--- src/design/rsts_pkg.sv ---
// Constants for the reset-cause capture block
package rsts_pkg;

  // APB register byte offsets
  localparam logic [7:0] OFS_CAUSE_FLAGS = 8'h00;
  localparam logic [7:0] OFS_OPTIONS     = 8'h04;
  localparam logic [7:0] OFS_FORCE_REG   = 8'h08;
  localparam logic [7:0] OFS_LV_CTRL     = 8'h0c;

  // Cause flag bit positions
  localparam int BIT_POWER_ON      = 7;
  localparam int BIT_PIN           = 6;
  localparam int BIT_WATCHDOG      = 5;
  localparam int BIT_BAD_OPCODE    = 4;
  localparam int BIT_BAD_ADDRESS   = 3;
  localparam int BIT_CLOCK_GEN     = 2;
  localparam int BIT_LOW_VOLTAGE   = 1;

  // Options register fields (write-once)
  localparam int BIT_WATCHDOG_EN   = 7;
  localparam int BIT_STOP_EN       = 5;

  // Low-voltage control fields
  localparam int BIT_LV_DETECT_EN  = 1;
  localparam int BIT_LV_RESET_EN   = 0;

  // Reset values
  localparam logic [7:0] RST_CAUSE_FLAGS = 8'h82;
  localparam logic       RST_WATCHDOG_EN = 1'b1;
  localparam logic       RST_STOP_EN     = 1'b0;
  localparam logic       RST_LV_DETECT   = 1'b1;
  localparam logic       RST_LV_RESET    = 1'b1;

  // Illegal address gaps
  localparam logic [15:0] GAP1_LO = 16'h0470;
  localparam logic [15:0] GAP1_HI = 16'h17ff;
  localparam logic [15:0] GAP2_LO = 16'h1860;
  localparam logic [15:0] GAP2_HI = 16'hbfff;

  // Length of the internal reset pulse
  localparam int CLK_PERIOD_PS     = 4000;
  localparam int RESET_HOLD_NS     = 100;
  localparam int RESET_HOLD_CYCLES = (RESET_HOLD_NS * 1000 + CLK_PERIOD_PS - 1) / CLK_PERIOD_PS;
  localparam logic [7:0] RESET_HOLD_LOAD = 8'(RESET_HOLD_CYCLES - 1);

  typedef enum logic [0:0] {
    RSTS_RUN,
    RSTS_HOLD
  } rsts_state_type;

endpackage

--- src/design/rsts_addr_range.sv ---
// Inclusive address window detector
`timescale 1ns/10ps
module rsts_addr_range #(
  parameter logic [15:0] LO = 16'h0000,
  parameter logic [15:0] HI = 16'hffff
) (
  // Address in
  input  wire logic [15:0] addr_i,
  // Hit out
  output      logic        hit_o
);

  assign hit_o = (addr_i >= LO) && (addr_i <= HI);

endmodule

--- src/design/rsts_reset_cause.sv ---
// Reset-cause capture, reset request and watchdog restart, with APB registers
`timescale 1ns/10ps
module rsts_reset_cause
  import rsts_pkg::*;
(
  // Clock, reset, enable
  input  wire logic        core_clk_i,
  input  wire logic        resetn_i,
  input  wire logic        clk_en_i,
  // APB slave
  input  wire logic        psel_i,
  input  wire logic        penable_i,
  input  wire logic        pwrite_i,
  input  wire logic [7:0]  paddr_i,
  input  wire logic [31:0] pwdata_i,
  output      logic [31:0] prdata_o,
  output      logic        pready_o,
  output      logic        pslverr_o,
  // Reset sources
  input  wire logic        ext_reset_n_i,
  input  wire logic        watchdog_timeout_i,
  input  wire logic        clock_gen_reset_i,
  input  wire logic        supply_below_trip_i,
  // Opcode decoder
  input  wire logic        op_valid_i,
  input  wire logic        op_unimplemented_i,
  input  wire logic        op_is_stop_i,
  input  wire logic        op_is_background_i,
  input  wire logic        background_mode_enable_i,
  // CPU access monitor
  input  wire logic        access_valid_i,
  input  wire logic [15:0] access_addr_i,
  // Serial debug write to the force-reset register
  input  wire logic        debug_force_wr_i,
  input  wire logic [7:0]  debug_force_data_i,
  // Results
  output      logic        chip_reset_o,
  output      logic        watchdog_restart_o,
  output      logic        watchdog_enable_o,
  output      logic        stop_mode_enable_o,
  output      logic [7:0]  reset_cause_flags_o
);

  rsts_state_type state;
  logic [7:0]     reset_cause_flags;
  logic [7:0]     hold_count;
  logic           watchdog_enable;
  logic           stop_mode_enable;
  logic           options_written;
  logic           low_voltage_detect_enable;
  logic           low_voltage_reset_enable;
  logic           in_gap_low;
  logic           in_gap_high;
  logic           src_pin;
  logic           src_watchdog;
  logic           src_bad_opcode;
  logic           src_bad_address;
  logic           src_clock_gen;
  logic           src_low_voltage;
  logic           src_debug_force;
  logic           any_source;
  logic [7:0]     next_flags;
  logic           setup_phase;
  logic           access_done;
  logic           addr_mapped;
  logic [31:0]    next_rdata;

  // Only the two documented gaps are checked, so reserved register holes stay legal
  rsts_addr_range #(
    .LO (GAP1_LO),
    .HI (GAP1_HI)
  ) u_gap_low (
    .addr_i (access_addr_i),
    .hit_o  (in_gap_low)
  );

  rsts_addr_range #(
    .LO (GAP2_LO),
    .HI (GAP2_HI)
  ) u_gap_high (
    .addr_i (access_addr_i),
    .hit_o  (in_gap_high)
  );

  // Source qualification
  always_comb
  begin
    src_pin         = !ext_reset_n_i;
    src_watchdog    = watchdog_timeout_i && watchdog_enable;
    src_bad_opcode  = op_valid_i && (op_unimplemented_i
                      || (op_is_stop_i && !stop_mode_enable)
                      || (op_is_background_i && !background_mode_enable_i));
    src_bad_address = access_valid_i && (in_gap_low || in_gap_high);
    src_clock_gen   = clock_gen_reset_i;
    src_low_voltage = supply_below_trip_i && low_voltage_detect_enable
                      && low_voltage_reset_enable;
    src_debug_force = debug_force_wr_i && debug_force_data_i[0];
    any_source      = src_pin || src_watchdog || src_bad_opcode || src_bad_address
                      || src_clock_gen || src_low_voltage || src_debug_force;
  end

  // Flag image captured when a reset is taken
  always_comb
  begin
    next_flags = 8'h00;
    if (src_low_voltage)
    begin
      next_flags[BIT_POWER_ON]    = reset_cause_flags[BIT_POWER_ON];
      next_flags[BIT_LOW_VOLTAGE] = 1'b1;
    end
    else
    begin
      // Debug force contributes no bit of its own
      next_flags[BIT_PIN]         = src_pin;
      next_flags[BIT_WATCHDOG]    = src_watchdog;
      next_flags[BIT_BAD_OPCODE]  = src_bad_opcode;
      next_flags[BIT_BAD_ADDRESS] = src_bad_address;
      next_flags[BIT_CLOCK_GEN]   = src_clock_gen;
    end
  end

  // Reset sequencing
  always_ff @(posedge core_clk_i or negedge resetn_i)
  begin
    if (!resetn_i)
    begin
      state      <= RSTS_RUN;
      hold_count <= 8'h00;
    end
    else if (clk_en_i)
    begin
      unique case (state)
        RSTS_RUN:
        begin
          if (any_source)
          begin
            state      <= RSTS_HOLD;
            hold_count <= RESET_HOLD_LOAD;
          end
        end
        RSTS_HOLD:
        begin
          // A pin held low keeps the device in reset
          if (hold_count != 8'h00)
            hold_count <= hold_count - 8'h01;
          else if (ext_reset_n_i)
            state <= RSTS_RUN;
        end
      endcase
    end
  end

  always_ff @(posedge core_clk_i or negedge resetn_i)
  begin
    if (!resetn_i)
      chip_reset_o <= 1'b0;
    else if (clk_en_i)
      chip_reset_o <= (state == RSTS_RUN) ? any_source
                      : ((hold_count != 8'h00) || !ext_reset_n_i);
  end

  // Cause flags; the async reset is the power-on event
  always_ff @(posedge core_clk_i or negedge resetn_i)
  begin
    if (!resetn_i)
      reset_cause_flags <= RST_CAUSE_FLAGS;
    else if (clk_en_i && state == RSTS_RUN && any_source)
      reset_cause_flags <= next_flags;
  end

  always_ff @(posedge core_clk_i or negedge resetn_i)
  begin
    if (!resetn_i)
      reset_cause_flags_o <= RST_CAUSE_FLAGS;
    else if (clk_en_i)
      reset_cause_flags_o <= reset_cause_flags;
  end

  // APB handshake: one wait state, answer in the second access cycle
  assign setup_phase = psel_i && !penable_i;
  assign access_done = psel_i && penable_i && pready_o;
  assign addr_mapped = (paddr_i == OFS_CAUSE_FLAGS) || (paddr_i == OFS_OPTIONS)
                       || (paddr_i == OFS_FORCE_REG) || (paddr_i == OFS_LV_CTRL);

  always_comb
  begin
    next_rdata = 32'h0000_0000;
    unique case (paddr_i)
      OFS_CAUSE_FLAGS: next_rdata[7:0] = {reset_cause_flags[7:1], 1'b0};
      OFS_OPTIONS:
      begin
        next_rdata[BIT_WATCHDOG_EN] = watchdog_enable;
        next_rdata[BIT_STOP_EN]     = stop_mode_enable;
      end
      OFS_LV_CTRL:
      begin
        next_rdata[BIT_LV_DETECT_EN] = low_voltage_detect_enable;
        next_rdata[BIT_LV_RESET_EN]  = low_voltage_reset_enable;
      end
      default:         next_rdata = 32'h0000_0000;
    endcase
  end

  always_ff @(posedge core_clk_i or negedge resetn_i)
  begin
    if (!resetn_i)
    begin
      pready_o  <= 1'b0;
      prdata_o  <= 32'h0000_0000;
      pslverr_o <= 1'b0;
    end
    else if (clk_en_i)
    begin
      pready_o <= psel_i && penable_i && !pready_o;
      if (setup_phase)
      begin
        prdata_o  <= pwrite_i ? 32'h0000_0000 : next_rdata;
        pslverr_o <= !addr_mapped;
      end
    end
  end

  // Watchdog restart pulse; the flags are not touched by the write
  always_ff @(posedge core_clk_i or negedge resetn_i)
  begin
    if (!resetn_i)
      watchdog_restart_o <= 1'b0;
    else if (clk_en_i)
      watchdog_restart_o <= access_done && pwrite_i && (paddr_i == OFS_CAUSE_FLAGS);
  end

  // Write-once options; an internal reset restores defaults and re-arms the write
  always_ff @(posedge core_clk_i or negedge resetn_i)
  begin
    if (!resetn_i)
    begin
      watchdog_enable  <= RST_WATCHDOG_EN;
      stop_mode_enable <= RST_STOP_EN;
      options_written  <= 1'b0;
    end
    else if (clk_en_i)
    begin
      if (state == RSTS_HOLD)
      begin
        watchdog_enable  <= RST_WATCHDOG_EN;
        stop_mode_enable <= RST_STOP_EN;
        options_written  <= 1'b0;
      end
      else if (access_done && pwrite_i && paddr_i == OFS_OPTIONS && !options_written)
      begin
        watchdog_enable  <= pwdata_i[BIT_WATCHDOG_EN];
        stop_mode_enable <= pwdata_i[BIT_STOP_EN];
        options_written  <= 1'b1;
      end
    end
  end

  always_ff @(posedge core_clk_i or negedge resetn_i)
  begin
    if (!resetn_i)
    begin
      watchdog_enable_o  <= RST_WATCHDOG_EN;
      stop_mode_enable_o <= RST_STOP_EN;
    end
    else if (clk_en_i)
    begin
      watchdog_enable_o  <= watchdog_enable;
      stop_mode_enable_o <= stop_mode_enable;
    end
  end

  // Low-voltage enables are plain read/write
  always_ff @(posedge core_clk_i or negedge resetn_i)
  begin
    if (!resetn_i)
    begin
      low_voltage_detect_enable <= RST_LV_DETECT;
      low_voltage_reset_enable  <= RST_LV_RESET;
    end
    else if (clk_en_i && access_done && pwrite_i && paddr_i == OFS_LV_CTRL)
    begin
      low_voltage_detect_enable <= pwdata_i[BIT_LV_DETECT_EN];
      low_voltage_reset_enable  <= pwdata_i[BIT_LV_RESET_EN];
    end
  end

endmodule

--- config.mk ---
export PLATFORM = sky130hd
export DESIGN_NAME = rsts_reset_cause
export DESIGN_NICKNAME = d
export VERILOG_FILES = /design/src/design/rsts_pkg.sv /design/src/design/rsts_addr_range.sv /design/src/design/rsts_reset_cause.sv
export SDC_FILE = /design/constraint.sdc
export NUM_CORES = 1
export LEC_CHECK = 0
export BUFFER_PORTS_ARGS = -buffer_cell sky130_fd_sc_hd__buf_2
export CORE_MARGIN = 2
export CORE_UTILIZATION = 44
export DETAILED_ROUTE_END_ITERATION = 8
export MAX_ROUTING_LAYER = met4
export PLACE_DENSITY = 0.89
export SYNTH_ARGS = -nofsm -noshare
export SYNTH_HDL_FRONTEND = slang
export SYNTH_SLANG_ARGS = --single-unit
--- constraint.sdc ---
create_clock -name core_clk_i -period 2.4 [get_ports core_clk_i]
set_input_delay 0.12 -clock core_clk_i [delete_from_list [all_inputs] [get_ports core_clk_i]]
set_output_delay 0.12 -clock core_clk_i [all_outputs]
set_load 0.05 [all_outputs]
Word-level counts from Yosys, hierarchy flattened
Cells that the tools add are included.
{"block": "op_classes", "add_sub_neg": 1, "multipliers": 0, "div_mod_pow": 0, "order_cmp": 4, "n_eq_ne": 5, "shift": 0, "mux": 22, "bitwise": 2, "n_reduce_logical": 50}
{"op": "8-bit two-way mux", "count": 3}
{"op": "1-bit logical AND", "count": 23}
{"op": "8-bit by 4-bit == test with 1-bit output (second input constant)", "count": 2}
{"op": "16-bit by 11-bit >= comparator with 1-bit output (second input constant)", "count": 1}
{"op": "16-bit by 13-bit >= comparator with 1-bit output (second input constant)", "count": 1}
{"op": "16-bit by 13-bit less-or-equal comparator with 1-bit output (second input constant)", "count": 1}
{"op": "16-bit less-or-equal comparator (second input constant)", "count": 1}
{"op": "8-bit case mux with 2 select lines", "count": 1}
{"op": "1-bit logical OR", "count": 13}
{"op": "1-bit two-way mux", "count": 12}
{"op": "8-bit by 3-bit == test with 1-bit output (second input constant)", "count": 1}
{"op": "8-bit logical NOT", "count": 1}
{"op": "8-bit nonzero test", "count": 1}
{"op": "8-bit by 1-bit subtractor with 8-bit output (second input constant)", "count": 1}
{"op": "1-bit logical NOT", "count": 7}
{"op": "1-bit case mux with 2 select lines", "count": 3}
{"op": "2-bit AND reduction", "count": 3}
{"op": "5-bit two-way mux", "count": 1}
{"op": "2-bit case mux with 2 select lines", "count": 1}
{"op": "3-bit two-way mux", "count": 1}
{"op": "3-bit AND reduction", "count": 1}
{"op": "2-bit by 1-bit inequality test with 1-bit output (second input constant)", "count": 1}
{"op": "2-bit inequality test (second input constant)", "count": 1}
{"op": "1-bit inverter", "count": 2}
{"op": "2-bit nonzero test", "count": 1}
{"block": "totals", "register_bits": 66, "latch_bits": 0, "mem_bits_rw": 0, "romBits": 0, "in_bits": 81, "output_inout_bits": 46, "elab_cells": 101, "mem_count": 0}

Logic depth before layout (Yosys ltp)
Gate-level depths: netlist of run 1.
{"block": "depth", "depth_word": 12, "mapped_depth": 7, "depth_no_buf": 7}

Cells and area by module
A second synthesis of run 1 with hierarchy kept.
{"block": "hier_totals", "hier_cells": 212, "hier_area_um2": 2198.4}
{"mod": "rsts_reset_cause", "n_inst": 1, "cells_each": 201, "area_per_inst_um2": 2122.0, "seq_area_each_um2": 1036.0}
{"mod": "rsts_addr_range (u_gap_high)", "n_inst": 1, "cells_each": 6, "area_per_inst_um2": 40.0, "seq_area_each_um2": 0.0}
{"mod": "rsts_addr_range (u_gap_low)", "n_inst": 1, "cells_each": 5, "area_per_inst_um2": 36.3, "seq_area_each_um2": 0.0}

Worst setup path before layout of run 1
Ideal clock, no wire load.
{"block": "synth_path", "kind": "reg2reg", "start": "register state", "end": "register reset_cause_flags[2]", "setup_time_ps": 125, "t_arrival_ps": 1725, "required_time_ps": 2275, "path_slack_ps": 550, "stages_incl_launch_ff": 7, "n_path_buf": 1, "synth_period_minus_slack_ps": 1850, "path_cell_list": "dfrtp_1 > clkbuf_1 > inv_1 > nand2_1 > a21o_1 > o21a_4 > mux2_4"}
{"block": "synth_between", "elab_chain_cells": 3}
{"element": "start: declaration", "line_no": "rsts_reset_cause.sv:44", "source": "rsts_state_type state;"}
{"element": "start signal: assignment", "line_no": "rsts_reset_cause.sv:127", "source": "state <= RSTS_RUN;"}
{"element": "start signal: assignment", "line_no": "rsts_reset_cause.sv:137", "source": "state <= RSTS_HOLD;"}
{"element": "start signal: assignment", "line_no": "rsts_reset_cause.sv:147", "source": "state <= RSTS_RUN;"}
{"element": "1-bit inverter"}
{"element": "1-bit logical AND (2 in a row)", "line_no": "rsts_reset_cause.sv:167", "source": "else if (clk_en_i && state == RSTS_RUN && any_source)"}
{"element": "end signal: assignment", "line_no": "rsts_reset_cause.sv:168", "source": "reset_cause_flags <= next_flags;"}
{"element": "end: declaration", "line_no": "rsts_reset_cause.sv:45", "source": "logic [7:0] reset_cause_flags;"}
Every way passes these cells.
A chain may end at the register's enable or synchronous reset.

Worst setup path after layout of run 1
{"block": "layout_path", "start": "register low_voltage_reset_enable", "end": "register reset_cause_flags[5]"}
{"block": "layout_between", "elab_chain_cells": 4, "elab_cells_between_ends": 5, "cone_classes": "1 x mux; 4 x reduce/logical"}
{"element": "start: declaration", "line_no": "rsts_reset_cause.sv:51", "source": "logic low_voltage_reset_enable;"}
{"element": "start signal: assignment", "line_no": "rsts_reset_cause.sv:283", "source": "low_voltage_reset_enable <= pwdata_i[BIT_LV_RESET_EN];"}
{"element": "1-bit logical AND (*)", "line_no": "rsts_reset_cause.sv:96", "source": "&& low_voltage_reset_enable;"}
{"element": "1-bit logical OR (2 in a row)", "line_no": "rsts_reset_cause.sv:99", "source": "|| src_clock_gen || src_low_voltage || src_debug_force;"}
{"element": "1-bit logical AND", "line_no": "rsts_reset_cause.sv:167"}
Mark *: on every way between the ends. The rest lies on a longest branch, timed or not.

==> reports/results.txt, run 1 <==
Root Buffer: clkbuf_8
Synth Instances: 225
CP Capture Type: flop
Seq cells post-synth: 41
Post-synthesis async set-or-reset flop share: 100%
Origin of the critical flop-to-flop path: low_voltage_reset_enable
Buf/Inv on CP: 0
Final setup fails: 0
Commonest non-fill, non-tap cell in the layout: buf_2
Unrepaired setup endpoints after global routing: false
Cell variety after synth: 47
Hold WC Path Type: in2reg
Maximum clock path buffer count: 2
Placed Instances: 349
Max incr delay on CP: 0.47 ns
EDFF count, synth: 0
DRC violations left: 0
Compound-Gate Fraction of Synth Area: 16.2%
Main combinational cell family by area after synthesis: simple AND/OR/NAND/NOR gates
Max-cap viol count: 0
Clk sink count: 41
1st-iter DRT viols: 90
Final Net Count: 370
Vias per Instance: 5.18
Starting Density: 45.2%
Final slew viol count: 0
Synth Warn #: 0
Die X: 76.0 um
H-tree levels: 2
WL final: 4920 um
Most frequent cells in the layout: buf_2, dfrtp_1, conb_1, nand2_1, mux2_2
N_diodes: 0
Status: complete, no violations
Final worst-path cycle share: 81.6%
Post-Syn Area: 0.00228 mm^2
Worst-path cell with the longest stage delay: a2111oi_4
Post-synthesis xor/xnor area fraction: 0%
# rows: 26
Max FO, Critical Path: 8
Layout area overhead: 17.8%
R2R Setup Slk: 0.44 ns
Buffers on Ports: 62
Fill count: 447
Measured slew at the worst slew-check pin: 0.906 ns
Setup TNS: 0 ns
Hold Path End: watchdog_enable
Post-DP HPWL: 3700 um
Largest net degree at the start of global routing: 42
Tmin final: 1.96 ns
CTS clock-pin slew for the worst setup and hold paths: 0.08 ns
DR vias: 1854
Worst vdd rail ir drop: 0.444 mV
PwrDens: 919 mW/mm^2
Worst min-delay path startpoint: pwdata_i[7]
Top delay family on crit path: compound AO/OA/AOI/OAI gates
Post-synthesis sequential area ratio: 45.5%
GP Congestion: 0.832
Ports: 127
Final Non-Filler Cells: 358
Critical R2R Capture: reset_cause_flags[5]
Setup CP Type: reg2reg
GRT overflow: 0
Startpoint types: flop
First-pass GRT wire length: 8210 um
Data required time of the critical path: 2.58 ns
Core area: 0.00504 mm^2
Cells along the critical path: and3_1, a2111oi_4, a21o_1, o21a_4, mux2_4
Fmax achieved: 511 MHz
Overall global routing resource usage: 18.1%
Mux cell area share after synthesis: 9.88%
Synth Area per Inst: 10.1 um^2
Antenna viol nets, final: 0
Data arrival time of the worst path: 2.14 ns
Setup Skew: 0.00429 ns
Area of the die: 0.00577 mm^2
DR WL/cell: 13.8 um
Adder-cell share of the synthesized area: 1.10%
Min-Delay Path Depth: 2
Initial antenna violation count: 0
CTS-repair resized insts: 0
Post-Synth Simple-Gate Area: 16.3%
Reg2Reg Depth: 5
Max transition margin: 39.6%
Layout cells sized above 1: 36.8%
Pre-Repair DR Iteration Count: 4
CTS tree: built
TritonCTS buffer count: 5
Die height: 76.0 um
Endpoints failing hold: 0
Lkg Pwr: 1.31 nW
Clk Latency, worst-skew pair: 0.29 ns
Post-synth top flop: dfrtp_1
Vias in the first global route: 1807
metal layers:
layer	global-route usage, %	vias up	routed length (um)
met5	-	-	0
met4	5.82	0	90
met3	4.64	9	317
met2	29.5	87	2430
met1	22.2	887	2090
li1	-	871	-
worst register-to-register path: stages (launching register included):
cell and delay, ns:
dfstp_2 0.38, and3_1 0.27, a2111oi_4 0.47, a21o_1 0.21, o21a_4 0.21, mux2_4 0.31
flip-flops by register name, indices dropped and copies added, names as in the netlist:
signal	cells
hold_count	8
state	1
watchdog_restart_o	1
reset_cause_flags_o	7
watchdog_enable	1
pslverr_o	1
low_voltage_reset_enable	1
reset_cause_flags	7
prdata_o	8
pready_o	1
stop_mode_enable	1
low_voltage_detect_enable	1
stop_mode_enable_o	1
options_written	1
watchdog_enable_o	1
area by class of cell:
cell class                      count  area [um^2]  area share, %
Multi-Input combinational cell    167         1080           40.4
Timing Repair Buffer               64          328           12.2
Inverter                            8         30.0           1.12
Clock inverter                      2         37.5           1.40
Clock buffer                        6         82.6           3.08
Sequential cell                    41         1040           38.6
Tap cell                           70         87.6           3.26
kinds of logic (layout without fill, tap and decap cells):
group / count (synthesis) / after routing
AND/OR/NAND/NOR: 72 / 72
AO/OA/AOI/OAI: 49 / 49
flip-flops: 41 / 41
buffers and inverters: 41 / 80
multiplexers: 19 / 19
adder cells (fa/ha/maj): 2 / 2
other: 1 / 25
worst max path at each step:
stage | startpoint | end | slack, ns | depth (start not counted)
after CTS | low_voltage_reset_enable | reset_cause_flags[5] | 0.44 | 5
after floorplan | state | reset_cause_flags[2] | 0.55 | 6
final | low_voltage_reset_enable | reset_cause_flags[5] | 0.44 | 5
after global placement | low_voltage_reset_enable | reset_cause_flags[6] | 0.48 | 5
after global routing | low_voltage_reset_enable | reset_cause_flags[2] | 0.36 | 5
after detailed placement | low_voltage_reset_enable | reset_cause_flags[5] | 0.45 | 5
cells in the mapped netlist, types with 2 or more instances:
master	instances	area [um^2]
ha_1	2	25.0
nand3_1	8	40.0
dfstp_2	8	210
and3_1	2	12.5
mux2_4	4	60.1
o31ai_1	4	30.0
mux2i_1	3	30.0
nor3_1	9	45.0
mux2_2	12	135
a22o_1	4	35.0
or2_2	2	12.5
nand4_1	2	12.5
buf_4	25	188
nor2b_1	6	37.5
a21oi_1	10	50.1
a31oi_1	3	18.8
inv_1	8	30.0
a21o_1	4	30.0
dfrtp_1	33	826
o21ai_0	11	55.1
or3_1	3	18.8
nor2_1	9	33.8
or4_1	2	15.0
nor3b_1	2	15.0
clkbuf_1	7	26.3
nand2_1	21	78.8
metrics by stage:
step / cell area, um^2 / setup slack (ns) / utilization [%] / power (mW) / hold WS [ns]
after global routing: 2690 / 0.364 / 53.3 / 2.60 / 0.0559
after global placement: 2550 / 0.477 / 50.7 / 1.84 / 0.281
after floorplan: 2370 / 0.550 / - / 1.70 / -0.176
final: 2690 / 0.441 / 53.3 / 2.47 / 0.0601
after CTS: 2690 / 0.441 / 53.3 / 2.47 / 0.0556
after detailed placement: 2550 / 0.450 / 50.7 / 1.88 / 0.295
power by group:
group | switching (mW) | total (mW) | internal (mW)
clock | 0.250 | 0.588 | 0.338
sequential | 0.159 | 1.00 | 0.845
combinational | 0.558 | 0.876 | 0.318
total | 0.967 | 2.47 | 1.50
what timing repair did:
item                      CTS  global route
hold endpoints to repair   33             0
hold buffers                1             0
setup buffers               0             0
No activity file was read; power rests on OpenSTA's default activity.
==> run 2: changes to the inputs <==
==> constraint.sdc (replaced) <==
create_clock -name core_clk_i -period 1.9 [get_ports core_clk_i]
set_input_delay 0.095 -clock core_clk_i [delete_from_list [all_inputs] [get_ports core_clk_i]]
set_output_delay 0.095 -clock core_clk_i [all_outputs]
set_load 0.05 [all_outputs]
==> run 2 against run 1 <==
Net effect:
- critical path depth stayed put
- wire length grew 0.33%
- non-clock buffer count increased by 8
- maximum frequency is 10% higher
- register-to-register slack got worse by 0.32 ns
- clock skew increased by 0.0020 ns
- die area did not move
- sequential share of layout area is 0.51 points lower
- sequential cell count unchanged
- critical path type unchanged
- clock power grew 2%
- sequential power is 25% higher
==> reports/results.txt, run 2 (synthesized netlist as in run 1, its figures left out) <==
Layout area overhead: 19.4%
Setup CP Type: reg2reg
Top delay family on crit path: compound AO/OA/AOI/OAI gates
Cells along the critical path: and3_1, a2111oi_4, a21o_1, o21a_4, mux2_4
Buf/Inv on CP: 0 (unchanged)
Commonest non-fill, non-tap cell in the layout: buf_2
Endpoints failing hold: 0 (unchanged)
Hold Buf Count CTS: 1 (unchanged)
1st-iter DRT viols: 84 (-6.7%)
Startpoint types: flop
Final slew viol count: 0 (unchanged)
Lkg Pwr: 1.35 nW (+2.6%)
Top Registers: hold_count (8), prdata_o (8)
Initial antenna violation count: 0 (unchanged)
Maximum clock path buffer count: 2 (unchanged)
Placed Instances: 357 (+2.3%)
Fill count: 443 (-0.89%)
Setup Skew: 0.00628 ns (+0.00199 ns)
# Post-CTS Setup Buffers: 0 (unchanged)
DR vias: 1881 (+1.5%)
CTS tree: built
CP Capture Type: flop
Root Buffer: clkbuf_8
Max-cap viol count: 0 (unchanged)
Fmax achieved: 561 MHz (+10%)
H-tree levels: 2 (unchanged)
TritonCTS buffer count: 5 (unchanged)
Final worst-path cycle share: 93.8% (+12 points)
Max incr delay on CP: 0.38 ns (-0.09 ns)
Clk Latency, worst-skew pair: 0.30 ns (about the same)
Worst-path cell with the longest stage delay: dfstp_2
Core area: 0.00504 mm^2 (unchanged)
DR WL/cell: 13.5 um (-1.9%)
GRT overflow: 0 (unchanged)
Layout cells sized above 1: 38.5% (+1.7 points)
Final Net Count: 378 (+2.2%)
Tmin final: 1.78 ns (-0.177 ns)
Ports: 127 (unchanged)
CTS-repair resized insts: 0 (unchanged)
Data required time of the critical path: 2.08 ns (-0.50 ns)
Hold WC Path Type: in2reg
Pre-Repair DR Iteration Count: 4 (unchanged)
Most frequent cells in the layout: buf_2, dfrtp_1, conb_1, nand2_1, mux2_2
CTS clock-pin slew for the worst setup and hold paths: 0.08 ns (about the same)
Starting Density: 45.2% (unchanged)
GP Congestion: 0.826 (-0.77%)
Status: complete, no violations
Vias in the first global route: 1834 (+1.5%)
DRC violations left: 0 (unchanged)
Clk sink count: 41 (unchanged)
PwrDens: 1100 mW/mm^2 (+20%)
Max FO, Critical Path: 7 (-1)
Die height: 76.0 um (unchanged)
Die X: 76.0 um (unchanged)
Overall global routing resource usage: 18.7% (+0.61 points)
Antenna viol nets, final: 0 (unchanged)
Final Non-Filler Cells: 366 (+2.2%)
Largest net degree at the start of global routing: 23 (-45%)
Buffers on Ports: 62 (unchanged)
N_diodes: 0 (unchanged)
WL final: 4940 um (+0.33%)
# rows: 26 (unchanged)
Vias per Instance: 5.14 (-0.76%)
Post-DP HPWL: 3910 um (+5.6%)
First-pass GRT wire length: 8380 um (+2.1%)
Unrepaired setup endpoints after global routing: false
Area of the die: 0.00577 mm^2 (unchanged)
Setup TNS: 0 ns (unchanged)
Final setup fails: 0 (unchanged)
Pwr Total: 3.00 mW (+21%)
Worst vdd rail ir drop: 0.570 mV (+28%)
Data arrival time of the worst path: 1.96 ns (-0.18 ns)
==> run 2: power by group <==
part,total [mW],switching (mW),internal (mW)
clock,0.599,0.305,0.294
sequential,1.25,0.187,1.07
combinational,1.14,0.721,0.423
==> run 2: final cells by class <==
cell class / instances / area, um^2 / area share, %
multi-input cells: 167 / 1080 / 39.8
flip-flops and latches: 41 / 1040 / 38.1
repair buffers: 72 / 388 / 14.3
well taps: 70 / 87.6 / 3.22
clock buffers: 6 / 82.6 / 3.03
inverters: 8 / 30.0 / 1.10
clock inverters: 2 / 13.8 / 0.506
==> run 2: metal layers <==
layer  global-route usage (%)  vias to the layer above  part of all wire, %
li1                         -                      893                    -
met1                     22.9                      893                   42
met2                     30.6                       86                   49
met3                     4.05                        9                  7.3
met4                     7.09                        0                  1.9
met5                        -                        -                    0
==> run 2: path summary, 6_finish.rpt <==
| kind | startpoint | endpoint | slack [ns] | cells past startpoint |
|---|---|---|---|---|
| setup / recovery | low_voltage_reset_enable | reset_cause_flags[5] | 0.12 | 5 |
| hold / removal | pwdata_i[7] | watchdog_enable | 0.03 | 2 |
| setup reg to reg | low_voltage_reset_enable | reset_cause_flags[5] | 0.12 | 5 |
| hold reg to reg | prdata_o[0] | prdata_o[0] | 0.48 | 2 |
| max in group asynchronous | resetn_i | reset_cause_flags[1] | 0.95 | 3 |
| min in group asynchronous | resetn_i | reset_cause_flags_o[5] | 0.26 | 2 |
==> run 2: through the flow <==
stage | util, % | cell area, um^2 | setup slack, ns | hold slack [ns]
after global placement | 51.9 | 2620 | 0.121 | 0.0542
after CTS | 54.0 | 2720 | 0.119 | 0.0270
after global routing | 54.0 | 2720 | 0.0436 | 0.0312
final | 54.0 | 2720 | 0.119 | 0.0317
after detailed placement | 51.9 | 2620 | 0.0971 | 0.0559
after floorplan | - | 2370 | 0.0500 | -0.201
==> run 3: changes to the inputs <==
--- a/config.mk
+++ b/config.mk
@@ -5,12 +5,14 @@
 export SDC_FILE = /design/constraint.sdc
 export NUM_CORES = 1
 export LEC_CHECK = 0
+export ABC_AREA = 1
 export BUFFER_PORTS_ARGS = -buffer_cell sky130_fd_sc_hd__buf_2
-export CORE_MARGIN = 2
-export CORE_UTILIZATION = 44
+export CORE_MARGIN = 4
+export CORE_UTILIZATION = 45
 export DETAILED_ROUTE_END_ITERATION = 8
 export MAX_ROUTING_LAYER = met4
-export PLACE_DENSITY = 0.89
+export PLACE_DENSITY = 0.9
+export REMOVE_ABC_BUFFERS = 1
 export SYNTH_ARGS = -nofsm -noshare
 export SYNTH_HDL_FRONTEND = slang
 export SYNTH_SLANG_ARGS = --single-unit
==> run 3 against run 2 <==
Net effect:
- cell count is 18% higher
- sequential cell count is the same
- design area shrank 0.92%
- largest cell class is now sequential cells
- critical path type unchanged
- synthesized cell count grew 33%
- area after synthesis up 2.4%
- first-iteration DRC count grew 81%
==> reports/results.txt, run 3 <==
Status: complete, no violations
Lkg Pwr: 1.51 nW (+12%)
Synth Warn #: 0 (unchanged)
# rows: 25 (-3.8%)
CTS clock-pin slew for the worst setup and hold paths: 0.09 ns (about the same)
Layout cells sized above 1: 26.8% (-12 points)
Die X: 80.0 um (+5.3%)
Cells along the critical path: inv_1, ha_1, nand3_1, o21ai_1, or2_1, nand2_8, nand2_1, nand2_1
Post-Syn Area: 0.00233 mm^2 (+2.4%)
H-tree levels: 2 (unchanged)
Area of the die: 0.00640 mm^2 (+11%)
1st-iter DRT viols: 152 (+81%)
Synth Instances: 300 (+33%)
Cell variety after synth: 35 (-26%)
CTS-repair resized insts: 0 (unchanged)
CTS tree: built
Post-synthesis sequential area ratio: 44.4% (-1.1 points)
Vias per Instance: 4.80 (-6.7%)
Count leader, synth: nand2_1
GRT overflow: 0 (unchanged)
Hold Buf Count CTS: 1 (unchanged)
First-pass GRT wire length: 8760 um (+4.4%)
Die height: 80.0 um (+5.3%)
Worst vdd rail ir drop: 0.592 mV (+4.0%)
GP Congestion: 0.844 (+2.2%)
Post-synth top flop: dfrtp_1
Fmax achieved: 593 MHz (+5.6%)
Overall global routing resource usage: 17.7% (-0.99 points)
Synth top area share: 35.4% (-0.86 points)
Largest net degree at the start of global routing: 23 (unchanged)
Unrepaired setup endpoints after global routing: false
Starting Density: 47.8% (+2.6 points)
Layout area overhead: 15.5%
Final worst-path cycle share: 88.8% (-5.0 points)
# Post-CTS Setup Buffers: 0 (unchanged)
Setup CP Type: reg2reg
Max-cap viol count: 0 (unchanged)
Post-DP HPWL: 4160 um (+6.4%)
Cell taking the most area after synthesis: dfrtp_1
Pre-Repair DR Iteration Count: 4 (unchanged)
Top delay family on crit path: simple AND/OR/NAND/NOR gates
EDFF count, synth: 0 (unchanged)
Final Util: 55.3% (+1.3 points)
Final slew viol count: 0 (unchanged)
Final Net Count: 448 (+19%)
Multi-input logic area: 0.00103 mm^2 (-5.3%)
CP Capture Type: flop
Seq cells post-synth: 41 (unchanged)
Data required time of the critical path: 2.08 ns (about the same)
Commonest non-fill, non-tap cell in the layout: nand2_1
Clk sink count: 41 (unchanged)
Final setup fails: 0 (unchanged)
Most frequent cells in the layout: nand2_1, buf_2, dfrtp_1, inv_1, conb_1
DRC violations left: 0 (unchanged)
Setup TNS: 0 ns (unchanged)
N_diodes: 0 (unchanged)
WL final: 5360 um (+8.6%)
Buffers on Ports: 62 (unchanged)
Post-synthesis async set-or-reset flop share: 100% (unchanged)
Max FO, Critical Path: 9 (+2)
DR WL/cell: 12.4 um (-8.2%)
Fill count: 459 (+3.6%)
Post-placement setup slack: 0.260 ns (+0.163 ns)
Max incr delay on CP: 0.43 ns (+0.05 ns)
TritonCTS buffer count: 5 (unchanged)
Crit-path most repeated cell: nand2_1
Endpoints failing hold: 0 (unchanged)
Vias in the first global route: 2032 (+11%)
Worst-path cell with the longest stage delay: or2_1
Core area: 0.00488 mm^2 (-3.2%)
Final setup margin: 0.213 ns (+0.0944 ns)
Initial antenna violation count: 0 (unchanged)
Buf/Inv on CP: 1 (+1)
DR vias: 2077 (+10%)
Data arrival time of the worst path: 1.87 ns (-0.09 ns)
Startpoint types: flop
Hold WC Path Type: in2reg
Setup Skew: 0.0153 ns (+0.00899 ns)
Antenna viol nets, final: 0 (unchanged)
Top area cells in the synthesized netlist: dfrtp_1, nand2_1, dfstp_2
Top Registers: hold_count (8), prdata_o (8)
PwrDens: 1090 mW/mm^2 (-1.1%)
Clk Latency, worst-skew pair: 0.30 ns (about the same)
Tmin final: 1.69 ns (-0.0944 ns)
Root Buffer: clkbuf_8
FF+latch area: 0.00104 mm^2 (unchanged)
Commonest cells in the netlist: nand2_1, dfrtp_1, inv_1, buf_4, nand3_1
Synth Area per Inst: 7.78 um^2 (-23%)
Ports: 127 (unchanged)
Maximum clock path buffer count: 2 (unchanged)
==> run 3: cell types whose count changed in the layout (fill, tap and decap cells not counted), moves of 7 or more <==
cell	delta
a21oi_1	-7
nor2_1	+7
o21ai_0	+7
nand3_1	+14
nand2_1	+80
inv_1	+20
mux2_2	-12
==> run 3: cell families after synthesis <==
logic type,share of synthesized area (%)
adder cells (fa/ha/maj),1.07
AO/OA/AOI/OAI,7.40
other,0.161
buffers and inverters,15.5
flip-flops,44.4
AND/OR/NAND/NOR,31.5
==> run 3: cell type report <==
class	instances	share of cell area (%)
clock buffers	5	2.55
inverters	31	4.32
well taps	67	3.11
multi-input cells	220	38.1
flip-flops and latches	41	38.4
clock inverters	3	0.835
repair buffers	66	12.7
==> run 3: metrics by stage <==
step	cell area, um^2	power, mW	hold WS, ns	cells
2_1_floorplan	2180	2.07	-0.201	292
3_3_place_gp	2590	2.31	-0.0904	424
3_5_place_dp	2590	2.36	-0.0879	424
6_report	2700	2.94	0.0203	433
4_1_cts	2700	2.94	0.0145	433
5_1_grt	2700	3.13	0.0387	433
==> run 3: report_power, final <==
part / internal, mW / total, mW / leakage (nW) / switching (mW)
registers: 1.09 / 1.24 / 0.518 / 0.149
clock network: 0.260 / 0.577 / 0.0481 / 0.316
logic: 0.328 / 1.12 / 0.943 / 0.794
total: 1.68 / 2.94 / 1.51 / 1.26
==> run 3: final timing paths <==
check / depth (start not counted) / start / slack (ns) / to
max in group asynchronous: 3 / resetn_i / 1.25 / watchdog_enable
min: 3 / pwdata_i[1] / 0.02 / low_voltage_detect_enable
max: 8 / hold_count[0] / 0.21 / hold_count[3]
max reg2reg: 8 / hold_count[0] / 0.21 / hold_count[3]
min reg2reg: 2 / reset_cause_flags_o[1] / 0.47 / reset_cause_flags_o[1]
min in group asynchronous: 2 / resetn_i / 0.12 / prdata_o[4]
==> run 3: per-layer routing <==
layer	part of all wire, %	routed length, um	global-route usage (%)	vias to the layer above
met3	7.5	403	2.82	9
met5	0	0	-	-
met1	40	2170	20.3	958
li1	-	-	-	1027
met2	50	2700	31.2	83
met4	1.7	90	6.25	0
==> run 3: worst min-delay path, cell delays in order <==
cell and delay [ns]:
buf_2 0.08, nand2_1 0.04, o21ai_0 0.07
